--- config.mk ---
export PLATFORM = sky130hd
export DESIGN_NAME = rcas_regs
export DESIGN_NICKNAME = d
export VERILOG_FILES = /design/src/include/rcas_pkg.sv /design/src/logic/rcas_regs.sv
export VERILOG_INCLUDE_DIRS = /design/src /design/src/include
export SDC_FILE = /design/constraint.sdc
export NUM_CORES = 1
export LEC_CHECK = 0
export BUFFER_PORTS_ARGS = -buffer_cell sky130_fd_sc_hd__buf_2
export CORE_MARGIN = 5
export CORE_UTILIZATION = 25
export CTS_CLUSTER_SIZE = 8
export DETAILED_ROUTE_END_ITERATION = 12
export SLEW_MARGIN = 30
export SYNTH_ARGS = -nofsm -noshare
export SYNTH_HDL_FRONTEND = slang
export SYNTH_SLANG_ARGS = --single-unit
--- constraint.sdc ---
create_clock -name clock -period 3.44 [get_ports clock]
set_input_delay 0.172 -clock clock [delete_from_list [all_inputs] [get_ports clock]]
set_output_delay 0.172 -clock clock [all_outputs]
set_load 0.02 [all_outputs]
--- src/include/rcas_consts.svh ---
`ifndef RCAS_CONSTS_SVH
`define RCAS_CONSTS_SVH

// ***************************************
// Register byte addresses
// ***************************************
`define RCAS_ADDR_LOW_OFS 32'h40000024
`define RCAS_ADDR_HIGH_OFS 32'h40000028
`define RCAS_POINTERS_OFS 32'h4000002C
`define RCAS_SLEEP_CTL_OFS 32'h40000030
`define RCAS_SLEEP_LEN_OFS 32'h40000034

// ***************************************
// Field positions
// ***************************************
`define RCAS_PRIVATE_BIT 16
`define RCAS_ETAB_LSB 16
`define RCAS_EXT_WAKE_DIS_BIT 31
`define RCAS_SLEEP_STAT_BIT 15
`define RCAS_SOFT_WAKE_BIT 4
`define RCAS_CORR_BIT 3
`define RCAS_SLEEP_REQ_BIT 2

// ***************************************
// Reset word and wake irq enable mask
// ***************************************
`define RCAS_RESET_WORD 32'h00000000
`define RCAS_IRQ_EN_ALL 2'h3

`endif

--- src/include/rcas_pkg.sv ---
package rcas_pkg;

  // Register bus request, one beat
  typedef struct packed {
    logic [31:0] addr;
    logic [31:0] wdata;
    logic wr;
    logic rd;
  } rcas_bus_req_type;

  // Deep sleep sequencer states
  typedef enum logic [1:0] {
    RCAS_ACTIVE,
    RCAS_SLEEP,
    RCAS_WOKEN
  } rcas_state_type;

endpackage

--- src/logic/rcas_regs.sv ---
// Function
// - Low 32 bits of own link address, read/write, reset zero.
// - High 16 bits of own address in bits 15:0, read/write.
// - Bit 16 of high address word flags private (1) or public (0).
// - Exchange table start pointer, 16 bits in 31:16, read/write.
// - Receive descriptor list start pointer, 15 bits in 14:0.
// - Bit 31 set makes external wake requests ignored.
// - Read-only bit 15 shows deep sleep is in progress.
// - Writing 1 to bit 4 in sleep wakes the core; self clears.
// - Writing 1 to bit 3 after wake corrects time and restarts counters.
// - Bit 2 set requests deep sleep; 0 means normal operation.
// - Sleep request bit clears itself when the sleep status falls.
// - A 32-bit count sets low-power cycles spent asleep before waking.
//
// Strobed register access was decided locally.
`timescale 1ns/100ps
`default_nettype none
`include "rcas_consts.svh"

module rcas_regs (
  // Clock and reset
  input wire logic clock,
  input wire logic rstn,
  // Register port
  input wire rcas_pkg::rcas_bus_req_type bus_req,
  output logic [31:0] rd_data,
  // Pins from outside the clock domain
  input wire logic lp_clk_pin,
  input wire logic ext_wake_pin,
  // Configuration to the link core
  output logic [47:0] own_address,
  output logic address_is_private,
  output logic [15:0] exchange_table_start,
  output logic [14:0] rx_descriptor_list_start,
  // Sleep status and events
  output logic deep_sleep_active,
  output logic counters_enable,
  output logic time_correction_pulse,
  output logic low_power_wake_irq
);
  import rcas_pkg::*;

  // ***************************************
  // Address decode
  // ***************************************
  logic [31:0] addr_low_reg;
  logic [16:0] addr_high_reg;
  logic [15:0] etab_reg;
  logic [14:0] rxd_reg;
  logic ext_dis_reg;
  logic sleep_req_reg;
  logic [1:0] irq_en_reg;
  logic [31:0] sleep_len_reg;
  logic [31:0] sleep_cnt_reg;
  logic [31:0] rd_data_reg;
  logic deep_sleep_reg;
  logic corr_pulse_reg;
  logic cnt_en_reg;
  logic wake_irq_reg;
  rcas_state_type state_reg;
  rcas_state_type state_next;

  // Decode per register; a hit on nothing returns zero
  wire sel_low = (bus_req.addr == `RCAS_ADDR_LOW_OFS);
  wire sel_high = (bus_req.addr == `RCAS_ADDR_HIGH_OFS);
  wire sel_ptr = (bus_req.addr == `RCAS_POINTERS_OFS);
  wire sel_ctl = (bus_req.addr == `RCAS_SLEEP_CTL_OFS);
  wire sel_len = (bus_req.addr == `RCAS_SLEEP_LEN_OFS);
  wire wr_low = bus_req.wr && sel_low;
  wire wr_high = bus_req.wr && sel_high;
  wire wr_ptr = bus_req.wr && sel_ptr;
  wire wr_ctl = bus_req.wr && sel_ctl;
  wire wr_len = bus_req.wr && sel_len;

  // ***************************************
  // Pin synchronisers
  // ***************************************
  logic lp_s1_reg;
  logic lp_s2_reg;
  logic lp_s3_reg;
  logic ext_s1_reg;
  logic ext_s2_reg;

  // Two flops before use; only s2/s3 feed the edge detector
  always_ff @(posedge clock) begin
    if (!rstn) begin
      lp_s1_reg <= 1'b0;
      lp_s2_reg <= 1'b0;
      lp_s3_reg <= 1'b0;
      ext_s1_reg <= 1'b0;
      ext_s2_reg <= 1'b0;
    end else begin
      lp_s1_reg <= lp_clk_pin;
      lp_s2_reg <= lp_s1_reg;
      lp_s3_reg <= lp_s2_reg;
      ext_s1_reg <= ext_wake_pin;
      ext_s2_reg <= ext_s1_reg;
    end
  end

  // Low-power clock rising edge as a core-clock tick
  wire lp_tick = lp_s2_reg && !lp_s3_reg;

  // ***************************************
  // Wake sources and sleep sequencing
  // ***************************************
  wire [32:0] cnt_inc = {1'b0, sleep_cnt_reg} + 33'h000000001;
  // Length zero wakes on the first low-power tick
  wire timer_wake = lp_tick && (cnt_inc >= {1'b0, sleep_len_reg});
  wire soft_wake = wr_ctl && bus_req.wdata[`RCAS_SOFT_WAKE_BIT];
  wire ext_wake = ext_s2_reg && !ext_dis_reg;
  wire any_wake = timer_wake || soft_wake || ext_wake;
  wire corr_write = wr_ctl && bus_req.wdata[`RCAS_CORR_BIT];

  // Sleep sequencer next state
  always_comb begin
    state_next = state_reg;
    case (state_reg)
      RCAS_ACTIVE: begin
        if (sleep_req_reg) begin
          state_next = RCAS_SLEEP;
        end
      end
      RCAS_SLEEP: begin
        if (any_wake) begin
          state_next = RCAS_WOKEN;
        end
      end
      RCAS_WOKEN: begin
        // Counters stay frozen until software corrects the time base
        if (corr_write) begin
          state_next = RCAS_ACTIVE;
        end
      end
      default: begin
        state_next = RCAS_ACTIVE;
      end
    endcase
  end

  wire entering = (state_reg != RCAS_SLEEP) && (state_next == RCAS_SLEEP);
  // Falling edge of the status flag, as seen at the flop input
  wire stat_fall = deep_sleep_reg && (state_next != RCAS_SLEEP);
  wire set_req = wr_ctl && bus_req.wdata[`RCAS_SLEEP_REQ_BIT];
  wire clr_req = wr_ctl && !bus_req.wdata[`RCAS_SLEEP_REQ_BIT];

  // State, status flag and sleep counter
  always_ff @(posedge clock) begin
    if (!rstn) begin
      state_reg <= RCAS_ACTIVE;
      deep_sleep_reg <= 1'b0;
      sleep_cnt_reg <= `RCAS_RESET_WORD;
    end else begin
      state_reg <= state_next;
      deep_sleep_reg <= (state_next == RCAS_SLEEP);
      if (entering) begin
        sleep_cnt_reg <= `RCAS_RESET_WORD;
      end else if (state_reg == RCAS_SLEEP && lp_tick) begin
        sleep_cnt_reg <= cnt_inc[31:0];
      end
    end
  end

  // Sleep request: a write setting it wins over the self clear
  always_ff @(posedge clock) begin
    if (!rstn) begin
      sleep_req_reg <= 1'b0;
    end else if (set_req) begin
      sleep_req_reg <= 1'b1;
    end else if (clr_req || stat_fall) begin
      sleep_req_reg <= 1'b0;
    end
  end

  // Event outputs
  always_ff @(posedge clock) begin
    if (!rstn) begin
      corr_pulse_reg <= 1'b0;
      cnt_en_reg <= 1'b1;
      wake_irq_reg <= 1'b0;
    end else begin
      corr_pulse_reg <= (state_reg == RCAS_WOKEN) && corr_write;
      cnt_en_reg <= (state_next == RCAS_ACTIVE);
      // Gated by the field software arms before sleeping
      wake_irq_reg <= stat_fall && (irq_en_reg != 2'h0);
    end
  end

  // ***************************************
  // Software registers
  // ***************************************
  // Address and pointer fields; bits without a field are dropped
  always_ff @(posedge clock) begin
    if (!rstn) begin
      addr_low_reg <= `RCAS_RESET_WORD;
      addr_high_reg <= 17'h00000;
      etab_reg <= 16'h0000;
      rxd_reg <= 15'h0000;
    end else begin
      if (wr_low) begin
        addr_low_reg <= bus_req.wdata;
      end
      if (wr_high) begin
        addr_high_reg <= bus_req.wdata[16:0];
      end
      if (wr_ptr) begin
        etab_reg <= bus_req.wdata[31:16];
        rxd_reg <= bus_req.wdata[14:0];
      end
    end
  end

  // Sleep control fields and the sleep length
  always_ff @(posedge clock) begin
    if (!rstn) begin
      ext_dis_reg <= 1'b0;
      irq_en_reg <= 2'h0;
      sleep_len_reg <= `RCAS_RESET_WORD;
    end else begin
      if (wr_ctl) begin
        ext_dis_reg <= bus_req.wdata[`RCAS_EXT_WAKE_DIS_BIT];
        irq_en_reg <= bus_req.wdata[1:0];
      end
      if (wr_len) begin
        sleep_len_reg <= bus_req.wdata;
      end
    end
  end

  // ***************************************
  // Read path
  // ***************************************
  // Wake and correction strobes act at once, so they read zero
  wire [31:0] ctl_word = {ext_dis_reg, 15'h0000, deep_sleep_reg, 10'h000, 2'h0,
    sleep_req_reg, irq_en_reg};
  wire [31:0] rd_mux = sel_low ? addr_low_reg
    : sel_high ? {15'h0000, addr_high_reg}
    : sel_ptr ? {etab_reg, 1'b0, rxd_reg}
    : sel_ctl ? ctl_word
    : sel_len ? sleep_len_reg
    : `RCAS_RESET_WORD;

  // Read data valid only the cycle after the strobe
  always_ff @(posedge clock) begin
    if (!rstn) begin
      rd_data_reg <= `RCAS_RESET_WORD;
    end else begin
      rd_data_reg <= bus_req.rd ? rd_mux : `RCAS_RESET_WORD;
    end
  end

  // Outputs straight from flops
  assign rd_data = rd_data_reg;
  assign own_address = {addr_high_reg[15:0], addr_low_reg};
  assign address_is_private = addr_high_reg[`RCAS_PRIVATE_BIT];
  assign exchange_table_start = etab_reg;
  assign rx_descriptor_list_start = rxd_reg;
  assign deep_sleep_active = deep_sleep_reg;
  assign counters_enable = cnt_en_reg;
  assign time_correction_pulse = corr_pulse_reg;
  assign low_power_wake_irq = wake_irq_reg;
endmodule // rcas_regs

`default_nettype wire

### Yosys cells after proc, flatten, opt, wreduce, memory -nomap -nowiden

Cells that the tools add are included.

* $lt $le $gt $ge: 1
* equal/unequal tests: 10
* divide/modulo/power cells: 0
* add/subtract/negate cells: 1
* reduce and logical (&&, ||, !) cells: 29
* muxes and demuxes: 11
* multipliers: 0
* shift operators: 0
* bitwise operators: 1

Operators with widths (count)
* $eq A32 B31 Y1 const B: 5
* $mux W32: 5
* $add A32 B1 Y33 const B: 1
* $ge A33 B32 Y1: 1
* $logic_and A1 B1 Y1: 17
* $mux W2: 3
* $pmux W2 S3: 1
* $eq A2 B1 Y1 const B: 2
* $logic_not A2 Y1: 2
* $ne A2 B1 Y1 const B: 2
* $reduce_bool A2 Y1: 2
* $logic_not A1 Y1: 3
* $logic_or A1 B1 Y1: 3
* $eq A2 B2 Y1 const B: 1
* $mux W1: 2
* $reduce_and A2 Y1: 1
* $reduce_or A2 Y1: 1
* $not A1 Y1: 1

* output and inout bits: 116
* bits of input ports: 70
* ROM bits: 0
* memories: 0
* register bits after elaboration: 191
* latch bits: 0
* memory bits (writable): 0
* word-level logic and storage cells: 73

### Logic depth before layout (Yosys ltp)

Gate-level depths: netlist of the first run.

* word-level depth: 12
* gate-level depth with buffers: 17

### Least setup slack after synthesis of the first run

OpenSTA, ideal clock, no wires.

* path type: reg2reg
* from: reg sleep_cnt_reg[0]
* to: reg sleep_req_reg
* data arrival time: 3.510 ns
* clock period less this slack: 3.626 ns
* cell stages (with the launch flop): 16
* buffers on the path: 0
* setup slack: -0.186 ns
* library setup time: 0.116 ns
* path through: dfxtp_1 > ha_1 > nand3_1 > nor4_2 > and2_1 > and3_1 > nand3_1 > xnor2_1 > ha_1 > nand4_1 > nor4_1 > nand3_1 > a31oi_1 > nor3b_1 > a22o_1 > a41o_1

* word-level cells in the longest chain between the ends: 11

Ends and longest elaborated chain
* start: declaration: line rcas_regs.sv:54 `logic [31:0] sleep_cnt_reg;`
* start signal: assignment: line rcas_regs.sv:152 `` sleep_cnt_reg <= `RCAS_RESET_WORD; ``
* start signal: assignment: line rcas_regs.sv:157 `` sleep_cnt_reg <= `RCAS_RESET_WORD; ``
* start signal: assignment: line rcas_regs.sv:159 `sleep_cnt_reg <= cnt_inc[31:0];`
* $add A32 B1 Y33: line rcas_regs.sv:107 `wire [32:0] cnt_inc = {1'b0, sleep_cnt_reg} + 33'h000000001;`
* named net cnt_inc[22]: line rcas_regs.sv:107
* $ge A33 B32 Y1: line rcas_regs.sv:109 `wire timer_wake = lp_tick && (cnt_inc >= {1'b0, sleep_len_reg});`
* $logic_and A1 B1 Y1: line rcas_regs.sv:109
* $logic_or A1 B1 Y1 (2 in series): line rcas_regs.sv:112 `wire any_wake = timer_wake || soft_wake || ext_wake;`
* $mux W2: line rcas_regs.sv:125 `if (any_wake) begin`
* $pmux W2 S3: line rcas_regs.sv:118 `case (state_reg)`
* $ne A2 B1 Y1: line rcas_regs.sv:143 `wire stat_fall = deep_sleep_reg && (state_next != RCAS_SLEEP);`
* $logic_and A1 B1 Y1: line rcas_regs.sv:143
* $logic_or A1 B1 Y1: line rcas_regs.sv:170 `end else if (clr_req || stat_fall) begin`
* $reduce_bool A2 Y1 (no source line)
* end signal: assignment: line rcas_regs.sv:167 `sleep_req_reg <= 1'b0;`
* end signal: assignment: line rcas_regs.sv:169 `sleep_req_reg <= 1'b1;`
* end signal: assignment: line rcas_regs.sv:171 `sleep_req_reg <= 1'b0;`
* end: declaration: line rcas_regs.sv:51 `logic sleep_req_reg;`

The timed path passes the listed nets, and every way through them passes these cells.
A chain may end at the register's enable or synchronous reset.

### Worst setup path after layout of the first run

* from: reg sleep_cnt_reg[15]
* to: reg sleep_req_reg

Same word-level chain as after synthesis.

==> impl_table.tex, run 1 <==
\begin{tabular}{lr}
\hline
Metric & Value \\
\hline
\multicolumn{2}{l}{\textbf{Run status}} \\
Result of the run & completed \\
\multicolumn{2}{l}{\textbf{Critical path}} \\
Slowest cell delay on critical path & 0.37 ns \\
Cell type of the slowest stage on the worst timing path & sky130\_fd\_sc\_hd\_\_nor4\_4 \\
CP Buf/Inv Count & 0 \\
Classification of the worst setup path & register to register \\
Required time of the critical path & between 3 and 4 ns \\
Crit path arrival time & 3.66 ns \\
Startpoint kind of the worst setup timing path & register \\
Dominant delay contributor by cell family on the critical path & simple AND/OR/NAND/NOR gates \\
Highest fanout seen on the critical path & 5 \\
Chain of cells forming the critical path & and4\_4 -> nand3\_2 -> nor4\_4 -> and4\_4 -> nand3\_4 -> nor3\_2 -> xor2\_1 -> ha\_1 -> nand3\_1 -> nor4\_1 -> nand3\_1 -> a31oi\_2 -> nor3b\_1 -> a22o\_1 -> a41o\_1 \\
Critical path capture point type & register \\
\multicolumn{2}{l}{\textbf{Floorplan}} \\
Core outline area & approximately 34000 sq um \\
Site row count & between 60 and 70 \\
Floorplan die area & around 38000 sq um \\
Starting utilization of the core area & 25.2\% \\
Horiz. Die Dim & between 150 and 200 um \\
Vert. Die Dim & 196 um \\
IO Count & between 150 and 200 \\
\multicolumn{2}{l}{\textbf{Power}} \\
Leakage power & between 4 and 5 nW \\
Power per unit of standard cell area & between 300 and 400 nW/um\^{}2 \\
Peak supply drop & around 0.0004 V \\
\multicolumn{2}{l}{\textbf{Placement}} \\
I/O Buffers & 185 \\
DP HPWL & between 15000 and 20000 um \\
Setup WS pre-CTS & -0.0395 ns \\
Total placed cells including tap cells & $\sim$1700 \\
Total placed instance area & slightly above 10000 sq um \\
Global placement routability congestion & between 0.8 and 0.9 \\
\multicolumn{2}{l}{\textbf{Clocking}} \\
H-tree lvl count & 4 \\
TritonCTS clock tree & done \\
Total CTS buffers & 17 \\
Number of buffers between clock root and the deepest sink & 2 \\
Clock insertion delay at the later pin of the skew report & approximately 0.43 ns \\
Root Buffer Master & sky130\_fd\_sc\_hd\_\_clkbuf\_16 \\
CTS clock-pin slew for the worst setup and hold paths & 0.08 ns \\
Number of clock sinks seen by CTS & around 190 \\
\multicolumn{2}{l}{\textbf{Final layout}} \\
Inserted Diodes & 0 \\
Area of all placed cells without fillers & 11200 sq um \\
Post-route core utilization & 32.6\% \\
Share of final-layout standard cells stronger than drive strength 1 & 24.8\% \\
Number of nets at the end of the flow & approximately 1400 \\
Commonest cells after routing, fill and taps aside & sky130\_fd\_sc\_hd\_\_nand2\_1, sky130\_fd\_sc\_hd\_\_dfxtp\_1, sky130\_fd\_sc\_hd\_\_buf\_2, sky130\_fd\_sc\_hd\_\_a21oi\_1, sky130\_fd\_sc\_hd\_\_nor2\_1 \\
Most frequent standard cell in the layout excluding fill and tap cells & sky130\_fd\_sc\_hd\_\_nand2\_1 \\
Area added between synthesis and finish & 29.5\% \\
Post-Layout Cell Count & $\sim$1700 \\
\multicolumn{2}{l}{\textbf{Routing}} \\
Routed WL per cell & 15.4 um \\
Routed wire length & between 20000 and 30000 um \\
DRC violation total after the first TritonRoute iteration & $\sim$600 \\
Post-detailed-route count of antenna-violating nets & 0 \\
Number of iterations in the first detailed-routing pass & 6 \\
Post-DR vias/cell & around 4.7 \\
Number of design rule violations left after detail routing & 0 \\
Vias & $\sim$8100 \\
\multicolumn{2}{l}{\textbf{Timing}} \\
Remaining max-slew budget at the tightest pin & between 50\% and 60\% \\
RSZ-0062 raised after global routing & true \\
Largest clock skew in the final design & $\sim$0.0094 ns \\
Hold Slack & 0.0184 ns \\
Achievable frequency & 301 MHz \\
Total setup violations reported at the end of the flow & 0 \\
Post-layout worst setup margin & around 0.11 ns \\
Period utilisation layout & about 97\% \\
Number of slew-limit violations in the final report & 0 \\
Final critical-path required period & approximately 3.3 ns \\
Pin slew with the least headroom to its limit & between 0.6 and 0.7 ns \\
Final hold violation count & 0 \\
\multicolumn{2}{l}{\textbf{Synthesis}} \\
Synth Area in Compound Gates & roughly 13\% \\
Count of cell types in the netlist & 54 \\
Share of the yosys chip area belonging to registers & between 40 and 50\% \\
Adder-cell share of the synthesized area & 4.79\% \\
Yosys top cell area share & approximately 44\% \\
Most used flip-flop cell after synthesis & sky130\_fd\_sc\_hd\_\_dfxtp\_1 \\
Post-synthesis simple-gate area fraction & 23.1\% \\
Syn avg cell area & just over 8 sq um \\
Xor and xnor fraction of the mapped netlist area & 5.58\% \\
Flops \& latches, synth & $\sim$190 \\
Total nets after synthesis & 1145 \\
Main area contributors after synthesis & sky130\_fd\_sc\_hd\_\_dfxtp\_1, sky130\_fd\_sc\_hd\_\_nand2\_1, sky130\_fd\_sc\_hd\_\_a21oi\_1 \\
Cell type with the highest aggregate area in the netlist & sky130\_fd\_sc\_hd\_\_dfxtp\_1 \\
Syn Inst Count & roughly 1000 \\
Share of flip-flops with an asynchronous set or reset & 0\% \\
Syn Std Cell Area & about 8600 sq um \\
Synthesis Warnings & 0 \\
Share of synthesized area spent on multiplexers & 4.68\% \\
Largest family of logic cells by synthesized area & simple AND/OR/NAND/NOR gates \\
Number of flops mapped to enable cells by yosys & 0 \\
\multicolumn{2}{l}{\textbf{GRT}} \\
Number of global-route vias before repair & 7859 \\
GRT Resource Usage Total & between 10\% and 20\% \\
Aggregate global routing overflow & 0 \\
Number of antenna violations at the first check in global routing & 0 \\
Global-route wire length before repair & approximately 42000 um \\
Maximum number of pins on one net before global-route repair & 46 \\
\multicolumn{2}{l}{\textbf{Flow run}} \\
Max-Cap Viols & 0 \\
\multicolumn{2}{l}{\textbf{Worst hold path}} \\
Worst min-delay path category & primary input to register \\
\hline
\end{tabular}
-- cell type report --
cell class	instances	area, sq um
clock buffers	18	439
clock inverters	14	185
fillers	3576	23100
inverters	36	136
multi-input cells	747	4460
flip-flops and latches	191	3830
well taps	455	569
repair buffers	255	1550
-- path summary, 6_finish.rpt --
path	cells after the start	to	slack (ns)	startpoint
max	15	sleep_req_reg$_SDFFE_PN0P_	0.11	sleep_cnt_reg[15]$_SDFFE_PP0P_
min	3	rx_descriptor_list_start[7]$_SDFFE_PN0P_	0.02	bus_req[9]
max reg2reg	15	sleep_req_reg$_SDFFE_PN0P_	0.11	sleep_cnt_reg[15]$_SDFFE_PP0P_
min reg2reg	1	ext_s2_reg$_SDFF_PN0_	0.44	ext_s1_reg$_SDFF_PN0_
-- cells in the mapped netlist (2+ instances only) --
| cell | n |
|---|---|
| sky130_fd_sc_hd__buf_4 | 2 |
| sky130_fd_sc_hd__nand4_1 | 16 |
| sky130_fd_sc_hd__ha_1 | 33 |
| sky130_fd_sc_hd__buf_2 | 16 |
| sky130_fd_sc_hd__and3_1 | 7 |
| sky130_fd_sc_hd__a21oi_1 | 119 |
| sky130_fd_sc_hd__or3_1 | 5 |
| sky130_fd_sc_hd__nor2_1 | 93 |
| sky130_fd_sc_hd__clkbuf_1 | 48 |
| sky130_fd_sc_hd__dfxtp_1 | 191 |
| sky130_fd_sc_hd__a22o_1 | 2 |
| sky130_fd_sc_hd__nor4b_1 | 2 |
| sky130_fd_sc_hd__and4_1 | 3 |
| sky130_fd_sc_hd__mux2i_1 | 19 |
| sky130_fd_sc_hd__nand3_1 | 19 |
| sky130_fd_sc_hd__xnor2_1 | 22 |
| sky130_fd_sc_hd__nor4_1 | 7 |
| sky130_fd_sc_hd__o21ai_0 | 11 |
| sky130_fd_sc_hd__nor3_1 | 14 |
| sky130_fd_sc_hd__inv_1 | 35 |
| sky130_fd_sc_hd__a22oi_1 | 2 |
| sky130_fd_sc_hd__mux2_2 | 19 |
| sky130_fd_sc_hd__nand2_1 | 239 |
| sky130_fd_sc_hd__and2_1 | 17 |
| sky130_fd_sc_hd__a21o_1 | 2 |
| sky130_fd_sc_hd__nand2b_1 | 4 |
| sky130_fd_sc_hd__nor4b_2 | 2 |
| sky130_fd_sc_hd__a222oi_1 | 30 |
| sky130_fd_sc_hd__or2_2 | 2 |
| sky130_fd_sc_hd__nor2b_1 | 2 |
| sky130_fd_sc_hd__a31oi_1 | 3 |
| sky130_fd_sc_hd__nor4_2 | 2 |
| sky130_fd_sc_hd__xor2_1 | 33 |
-- what timing repair did --
| item | in CTS | in global routing |
|---|---|---|
| endpoints found under the setup margin | 1 | 4 |
| buffers inserted | 1 | 4 |
| hold buffers | 20 | 1 |
| gates resized for setup | 3 | 17 |
| pin swaps | 1 | 14 |
| gates cloned | 0 | 0 |
| hold endpoints to repair | 40 | 1 |
-- through the flow --
stage | total power, mW | TNS, ns
floorplan | 2.31 | 0
global placement | 2.39 | 0
detailed placement | 2.39 | -0.0395
CTS | 4.51 | 0
global route | 4.61 | -0.0397
finish | 4.46 | 0
-- power breakdown --
part           switching [mW]  internal, mW  total [mW]
clock                   0.970          1.14        2.11
combinational          0.0890        0.0584       0.147
sequential           0.000685          2.21        2.21
total                    1.06          3.40        4.46
-- kinds of logic (layout without fill, tap and decap cells) --
group / after synthesis / after routing
adder cells (fa/ha/maj): 33 / 33
XOR/XNOR: 55 / 55
AO/OA/AOI/OAI: 177 / 177
flip-flops: 191 / 191
buffers and inverters: 104 / 323
multiplexers: 38 / 38
AND/OR/NAND/NOR: 444 / 444
-- layer usage --
| metal | vias up | global-route usage (%) | part of all wire (%) |
|---|---|---|---|
| met2 | 308 | 21.0 | 45 |
| met4 | 0 | 3.75 | 1.6 |
| met3 | 29 | 2.66 | 7.8 |
| met1 | 3765 | 18.8 | 45 |
| li1 | 3961 | - | - |
| met5 | - | 0 | 0 |
-- worst reg2reg max path, delay by kind of cell, from the launching register on --
kind	cells	cell delay, ns
flip-flops	1	0.34
XOR/XNOR	1	0.09
AND/OR/NAND/NOR	10	1.80
AO/OA/AOI/OAI	3	0.70
adder cells (fa/ha/maj)	1	0.29
Power figures use the tool's default switching activity.
==> run 2: changes to the inputs <==
HOLD_SLACK_MARGIN = 0.15   (was not set)
PLACE_DENSITY_LB_ADDON = 0.05   (was not set)
clock period = 3.2 ns   (was 3.44 ns; I/O delays follow)
==> run 2 against run 1 <==
  * The run now ends with setup timing left
  * Critical path depth stayed put
  * Clock power up 7%
  * Register-to-register slack worse by 0.19 ns
  * Worst hold slack better by 0.20 ns
  * Flip-flop and latch count unchanged
  * Die area did not move
  * First-iteration DRC count fell by 27%
  * Largest cell class unchanged
==> impl_table.tex, run 2 (synthesized netlist as in run 1, its figures left out) <==
\begin{tabular}{lr}
\hline
Metric & Value \\
\hline
\multicolumn{2}{l}{\textbf{GRT}} \\
Global-route wire length before repair & 49400 um \\
Number of global-route vias before repair & 8235 \\
Maximum number of pins on one net before global-route repair & 73 \\
Number of antenna violations at the first check in global routing & 1 \\
Aggregate global routing overflow & 0 \\
GRT Resource Usage Total & 16.4\% \\
\multicolumn{2}{l}{\textbf{Run status}} \\
Failing checks & setup timing \\
Result of the run & finished with violations \\
\multicolumn{2}{l}{\textbf{Clocking}} \\
Clock insertion delay at the later pin of the skew report & approximately 0.45 ns \\
Number of clock sinks seen by CTS & 191 \\
TritonCTS clock tree & done \\
Total CTS buffers & 17 \\
Root Buffer Master & sky130\_fd\_sc\_hd\_\_clkbuf\_16 \\
H-tree lvl count & 4 \\
Number of buffers between clock root and the deepest sink & 2 \\
CTS clock-pin slew for the worst setup and hold paths & roughly 0.070 ns \\
\multicolumn{2}{l}{\textbf{Power}} \\
Relative contribution of sequential cells to total power & 49.3\% \\
Share of power burned in the clock network & 46.9\% \\
Power per unit of standard cell area & roughly 410 nW/um\^{}2 \\
Total power & around 4.8 mW \\
Switching Fraction & a little under a quarter \\
Peak supply drop & between 0.0003 and 0.0004 V \\
Internal Pwr Total & between 3 and 4 mW \\
Leakage power & around 4.7 nW \\
Combinational fraction of design power & approximately 3.8\% \\
Switching component of the power & 1.15 mW \\
\multicolumn{2}{l}{\textbf{Worst hold path}} \\
Worst min-delay path category & primary input to register \\
Beginning of the worst hold path & bus\_req[1] \\
\multicolumn{2}{l}{\textbf{Critical path}} \\
Highest fanout seen on the critical path & 4 \\
Startpoint kind of the worst setup timing path & register \\
Required time of the critical path & about 3.6 ns \\
Slowest cell delay on critical path & 0.37 ns \\
Chain of cells forming the critical path & ha\_4 -> nand3\_4 -> nor4\_4 -> and2\_4 -> and3\_4 -> nand3\_2 -> xnor2\_1 -> ha\_1 -> nand4\_1 -> nor4\_4 -> nand3\_1 -> a31oi\_2 -> nor3b\_2 -> a22o\_1 -> a41o\_1 \\
Crit path from & sleep\_cnt\_reg[1]\$\_SDFFE\_PP0P\_ \\
Critical path capture point type & register \\
Cell type of the slowest stage on the worst timing path & sky130\_fd\_sc\_hd\_\_dfxtp\_4 \\
Classification of the worst setup path & register to register \\
Most frequent CP cell & sky130\_fd\_sc\_hd\_\_nor4\_4 \\
CP Buf/Inv Count & 0 \\
Launching point of the worst reg2reg path & sleep\_cnt\_reg[1]\$\_SDFFE\_PP0P\_ \\
Dominant delay contributor by cell family on the critical path & simple AND/OR/NAND/NOR gates \\
Crit path arrival time & around 3.6 ns \\
\multicolumn{2}{l}{\textbf{Final layout}} \\
Share of final-layout standard cells stronger than drive strength 1 & a little over a quarter \\
Area added between synthesis and finish & 34.7\% \\
Most frequent standard cell in the layout excluding fill and tap cells & sky130\_fd\_sc\_hd\_\_nand2\_1 \\
Commonest cells after routing, fill and taps aside & sky130\_fd\_sc\_hd\_\_nand2\_1, sky130\_fd\_sc\_hd\_\_dfxtp\_1, sky130\_fd\_sc\_hd\_\_buf\_2, sky130\_fd\_sc\_hd\_\_a21oi\_1, sky130\_fd\_sc\_hd\_\_nor2\_1 \\
Post-route core utilization & roughly a third \\
Filler instances & approximately 3700 \\
Number of nets at the end of the flow & between 1000 and 1500 \\
Area of all placed cells without fillers & 11600 sq um \\
\multicolumn{2}{l}{\textbf{Placement}} \\
I/O Buffers & $\sim$190 \\
Global placement routability congestion & 0.764 \\
Setup WS pre-CTS & -0.215 ns \\
Total placed instance area & 10500 sq um \\
DP HPWL & about 23000 um \\
\multicolumn{2}{l}{\textbf{Floorplan}} \\
IO Count & between 150 and 200 \\
Starting utilization of the core area & between 20 and 30\% \\
Core outline area & 34300 sq um \\
Vert. Die Dim & 196 um \\
Horiz. Die Dim & 196 um \\
Floorplan die area & about 38000 sq um \\
Site row count & 68 \\
\multicolumn{2}{l}{\textbf{Routing}} \\
Routed WL per cell & 17.8 um \\
Routed wire length & 31500 um \\
Post-DR vias/cell & between 4 and 5 \\
Number of iterations in the first detailed-routing pass & 5 \\
Post-detailed-route count of antenna-violating nets & 0 \\
Number of design rule violations left after detail routing & 0 \\
Vias & roughly 8000 \\
DRC violation total after the first TritonRoute iteration & approximately 430 \\
\multicolumn{2}{l}{\textbf{Timing}} \\
Final hold violation count & 0 \\
Pin slew with the least headroom to its limit & roughly 0.66 ns \\
Largest clock skew in the final design & approximately 0.015 ns \\
Achievable frequency & $\sim$300 MHz \\
Remaining max-slew budget at the tightest pin & between 50\% and 60\% \\
Final critical-path required period & approximately 3.3 ns \\
Hold Slack & 0.217 ns \\
Total setup violations reported at the end of the flow & 4 \\
Period utilisation layout & 102\% \\
Post-layout worst setup margin & -0.0755 ns \\
RSZ-0062 raised after global routing & true \\
Number of slew-limit violations in the final report & 0 \\
\multicolumn{2}{l}{\textbf{Flow run}} \\
Max-Cap Viols & 0 \\
\hline
\end{tabular}
==> run 2: final cells by class <==
cell class	count	area, sq um	area share, %
clock buffer	19	453	3.90
sequential	191	3830	33.0
inverter	36	136	1.17
clock inverter	13	153	1.31
antenna	1	2.50	0.0215
timing repair buffer	303	1940	16.7
multi-input combinational	747	4530	39.0
tap	455	569	4.90
==> run 2: worst register-to-register path: cells and delay by family, from the launching register on <==
family | cells | cell delay (ns)
AO/OA/AOI/OAI | 3 | 0.69
XOR/XNOR | 1 | 0.14
adder cells (fa/ha/maj) | 2 | 0.44
flip-flops | 1 | 0.37
AND/OR/NAND/NOR | 9 | 1.53
==> run 2: final timing paths <==
check                                                   to  slack (ns)  cells past startpoint
worst max-delay path            sleep_req_reg$_SDFFE_PN0P_       -0.08                     15
worst min-delay path            sleep_req_reg$_SDFFE_PN0P_        0.22                      3
worst max register to register  sleep_req_reg$_SDFFE_PN0P_       -0.08                     15
worst min register to register        lp_s2_reg$_SDFF_PN0_        0.44                      1
==> run 2: timing repair <==
action	CTS	global route
gates resized for setup	14	9
setup buffers	7	1
endpoints found under the setup margin	5	5
pin swaps	15	3
endpoints found under the hold margin	125	0
hold buffers	37	0
==> run 2: power groups by stage <==
stage          logic [mW]  clock network [mW]  registers, mW
4_1_cts             0.185                2.35           2.38
6_report            0.182                2.26           2.38
3_3_place_gp        0.149                   0           2.43
2_1_floorplan      0.0524                   0           2.43
3_5_place_dp        0.149                   0           2.43
5_1_grt             0.200                2.42           2.38
==> run 2: metal layers <==
layer  part of all wire, %  global-route usage (%)  vias up
li1                      -                       -     4059
met1                    47                    21.6     3729
met2                    48                    27.7      178
met3                   4.8                    3.64       18
met4                  0.94                    3.62        0
met5                     0                       0        -
==> run 2: through the flow <==
stage / TNS, ns / std cells
final: -0.111 / 1765
after global routing: -1.16 / 1765
after CTS: -0.153 / 1763
after detailed placement: -0.723 / 1687
after global placement: -0.530 / 1687
after floorplan: -0.00859 / 1042
==> run 3: changes to the inputs <==
clock period = 4 ns   (was 3.2 ns; I/O delays follow)
==> run 3 against run 2 <==
  * The run now ends clean
  * Die area is the same
  * Register-to-register slack improved by 0.44 ns
  * Design area down 4.9%
  * Clock power shrank 20%
  * Worst setup slack improved by 0.44 ns
  * Global-route usage is 0.31 points lower
  * Via count shrank 0.99%
  * Combinational power fell by 22%
  * Cell count shrank 3.2%
  * Routed wire length shrank 1.0%
  * Power shrank 20%
  * Largest cell class unchanged
  * Largest power group unchanged
==> impl_table.tex, run 3 (synthesized netlist as in run 1, its figures left out) <==
\begin{tabular}{lr}
\hline
Metric & Value \\
\hline
\multicolumn{2}{l}{\textbf{Run status}} \\
Result of the run & completed \\
\multicolumn{2}{l}{\textbf{Floorplan}} \\
Site row count & $\sim$70 \\
Vert. Die Dim & 196 um \\
Floorplan die area & roughly 38000 sq um \\
IO Count & approximately 190 \\
Core outline area & $\sim$34000 sq um \\
Starting utilization of the core area & 25.2\% \\
Horiz. Die Dim & $\sim$200 um \\
\multicolumn{2}{l}{\textbf{GRT}} \\
Aggregate global routing overflow & 0 \\
Global-route wire length before repair & just under 50000 um \\
GRT Resource Usage Total & 16.1\% \\
Number of antenna violations at the first check in global routing & 0 \\
Number of global-route vias before repair & between 7000 and 8000 \\
Maximum number of pins on one net before global-route repair & slightly below 80 \\
\multicolumn{2}{l}{\textbf{Clocking}} \\
Total CTS buffers & 17 \\
Number of buffers between clock root and the deepest sink & 2 \\
H-tree lvl count & 4 \\
TritonCTS clock tree & done \\
Root Buffer Master & sky130\_fd\_sc\_hd\_\_clkbuf\_16 \\
CTS clock-pin slew for the worst setup and hold paths & approximately 0.08 ns \\
Number of clock sinks seen by CTS & 191 \\
Clock insertion delay at the later pin of the skew report & roughly 0.44 ns \\
\multicolumn{2}{l}{\textbf{Timing}} \\
Period utilisation layout & 90.9\% \\
Number of slew-limit violations in the final report & 0 \\
Post-layout worst setup margin & 0.365 ns \\
Achievable frequency & 275 MHz \\
Total setup violations reported at the end of the flow & 0 \\
Pin slew with the least headroom to its limit & roughly 0.89 ns \\
Largest clock skew in the final design & about 0.010 ns \\
Remaining max-slew budget at the tightest pin & between 40\% and 50\% \\
Final critical-path required period & 3.64 ns \\
Final hold violation count & 0 \\
Hold Slack & 0.247 ns \\
Post-route setup TNS & 0 ns \\
\multicolumn{2}{l}{\textbf{Critical path}} \\
Chain of cells forming the critical path & ha\_1 -> nand3\_2 -> nor4\_4 -> and2\_1 -> and3\_1 -> nand3\_1 -> xnor2\_1 -> ha\_1 -> nand4\_1 -> nor4\_4 -> nand3\_1 -> a31oi\_1 -> nor3b\_1 -> a22o\_1 -> a41o\_1 \\
Crit path arrival time & about 4.0 ns \\
Cell type of the slowest stage on the worst timing path & sky130\_fd\_sc\_hd\_\_dfxtp\_1 \\
Startpoint kind of the worst setup timing path & register \\
Required time of the critical path & about 4.3 ns \\
CP Buf/Inv Count & 0 \\
Dominant delay contributor by cell family on the critical path & simple AND/OR/NAND/NOR gates \\
Highest fanout seen on the critical path & 5 \\
Slowest cell delay on critical path & about 0.37 ns \\
Critical path capture point type & register \\
Classification of the worst setup path & register to register \\
\multicolumn{2}{l}{\textbf{Routing}} \\
DRC violation total after the first TritonRoute iteration & $\sim$460 \\
Routed WL per cell & around 18 um \\
Number of iterations in the first detailed-routing pass & 7 \\
Routed wire length & about 31000 um \\
Number of design rule violations left after detail routing & 0 \\
Vias & around 7900 \\
Post-DR vias/cell & 4.63 \\
Post-detailed-route count of antenna-violating nets & 0 \\
\multicolumn{2}{l}{\textbf{Final layout}} \\
Number of nets at the end of the flow & 1343 \\
Most frequent standard cell in the layout excluding fill and tap cells & sky130\_fd\_sc\_hd\_\_nand2\_1 \\
Share of final-layout standard cells stronger than drive strength 1 & between 20\% and 30\% \\
Inserted Diodes & 0 \\
Commonest cells after routing, fill and taps aside & sky130\_fd\_sc\_hd\_\_nand2\_1, sky130\_fd\_sc\_hd\_\_dfxtp\_1, sky130\_fd\_sc\_hd\_\_buf\_2, sky130\_fd\_sc\_hd\_\_a21oi\_1, sky130\_fd\_sc\_hd\_\_nor2\_1 \\
Area added between synthesis and finish & 28.0\% \\
Post-route core utilization & 32.2\% \\
Post-Layout Cell Count & between 1500 and 2000 \\
Area of all placed cells without fillers & 11000 sq um \\
\multicolumn{2}{l}{\textbf{Power}} \\
Combinational fraction of design power & roughly 3.7\% \\
Switching component of the power & $\sim$0.91 mW \\
Internal Pwr Total & about 2.9 mW \\
Peak supply drop & $\sim$0.00030 V \\
Power per unit of standard cell area & 348 nW/um\^{}2 \\
Switching Fraction & 23.6\% \\
Share of power burned in the clock network & about 47\% \\
Leakage power & 4.42 nW \\
Relative contribution of sequential cells to total power & $\sim$50\% \\
Total power & approximately 3.8 mW \\
\multicolumn{2}{l}{\textbf{Placement}} \\
Global placement routability congestion & 0.744 \\
I/O Buffers & roughly 190 \\
Total placed instance area & 10100 sq um \\
Setup WS pre-CTS & between 0.1 and 0.15 ns \\
DP HPWL & between 20000 and 25000 um \\
Total placed cells including tap cells & 1640 \\
\multicolumn{2}{l}{\textbf{Worst hold path}} \\
Worst min-delay path category & primary input to register \\
\multicolumn{2}{l}{\textbf{Flow run}} \\
Max-Cap Viols & 0 \\
\hline
\end{tabular}
==> run 3: final timing paths <==
kind | startpoint | endpoint | slack, ns | depth (start not counted)
max | sleep_cnt_reg[1]$_SDFFE_PP0P_ | sleep_req_reg$_SDFFE_PN0P_ | 0.36 | 15
min | bus_req[0] | rd_data[29]$_SDFF_PN0_ | 0.25 | 3
max reg2reg | sleep_cnt_reg[1]$_SDFFE_PP0P_ | sleep_req_reg$_SDFFE_PN0P_ | 0.36 | 15
min reg2reg | ext_s1_reg$_SDFF_PN0_ | ext_s2_reg$_SDFF_PN0_ | 0.44 | 1
==> run 3: power by group through the flow <==
stage / registers [mW] / clock network [mW] / logic, mW
4_1_cts: 1.90 / 1.86 / 0.145
3_5_place_dp: 1.95 / 0 / 0.118
5_1_grt: 1.90 / 1.94 / 0.155
6_report: 1.90 / 1.80 / 0.142
3_3_place_gp: 1.95 / 0 / 0.119
2_1_floorplan: 1.95 / 0 / 0.0419
==> run 3: final cells by class <==
type / instances / area, sq um
fill: 3690 / 23200
multi-input combinational: 747 / 4420
sequential: 191 / 3820
timing repair buffer: 247 / 1490
tap: 455 / 569
clock buffer: 19 / 453
clock inverter: 13 / 151
inverter: 36 / 136
==> run 3: tightest hold or removal path, stage by stage <==
cell	delay, ns
sky130_fd_sc_hd__buf_2	0.08
sky130_fd_sc_hd__nand2_1	0.22
sky130_fd_sc_hd__nor2_1	0.16
==> run 3: routing by layer <==
layer	share of wire, %	vias to the layer above	GRT usage (%)
met5	0	-	0
met4	1.2	0	3.72
met3	5.1	22	3.31
met2	48	196	27.3
met1	46	3744	21.1
li1	-	3943	-
==> run 3: timing repair <==
item                                   in CTS  in global routing
hold buffers                               35                  0
resized for setup                           0                  5
buffers inserted                            0                  1
setup endpoints to repair                   0                  4
endpoints found under the hold margin     119                  0
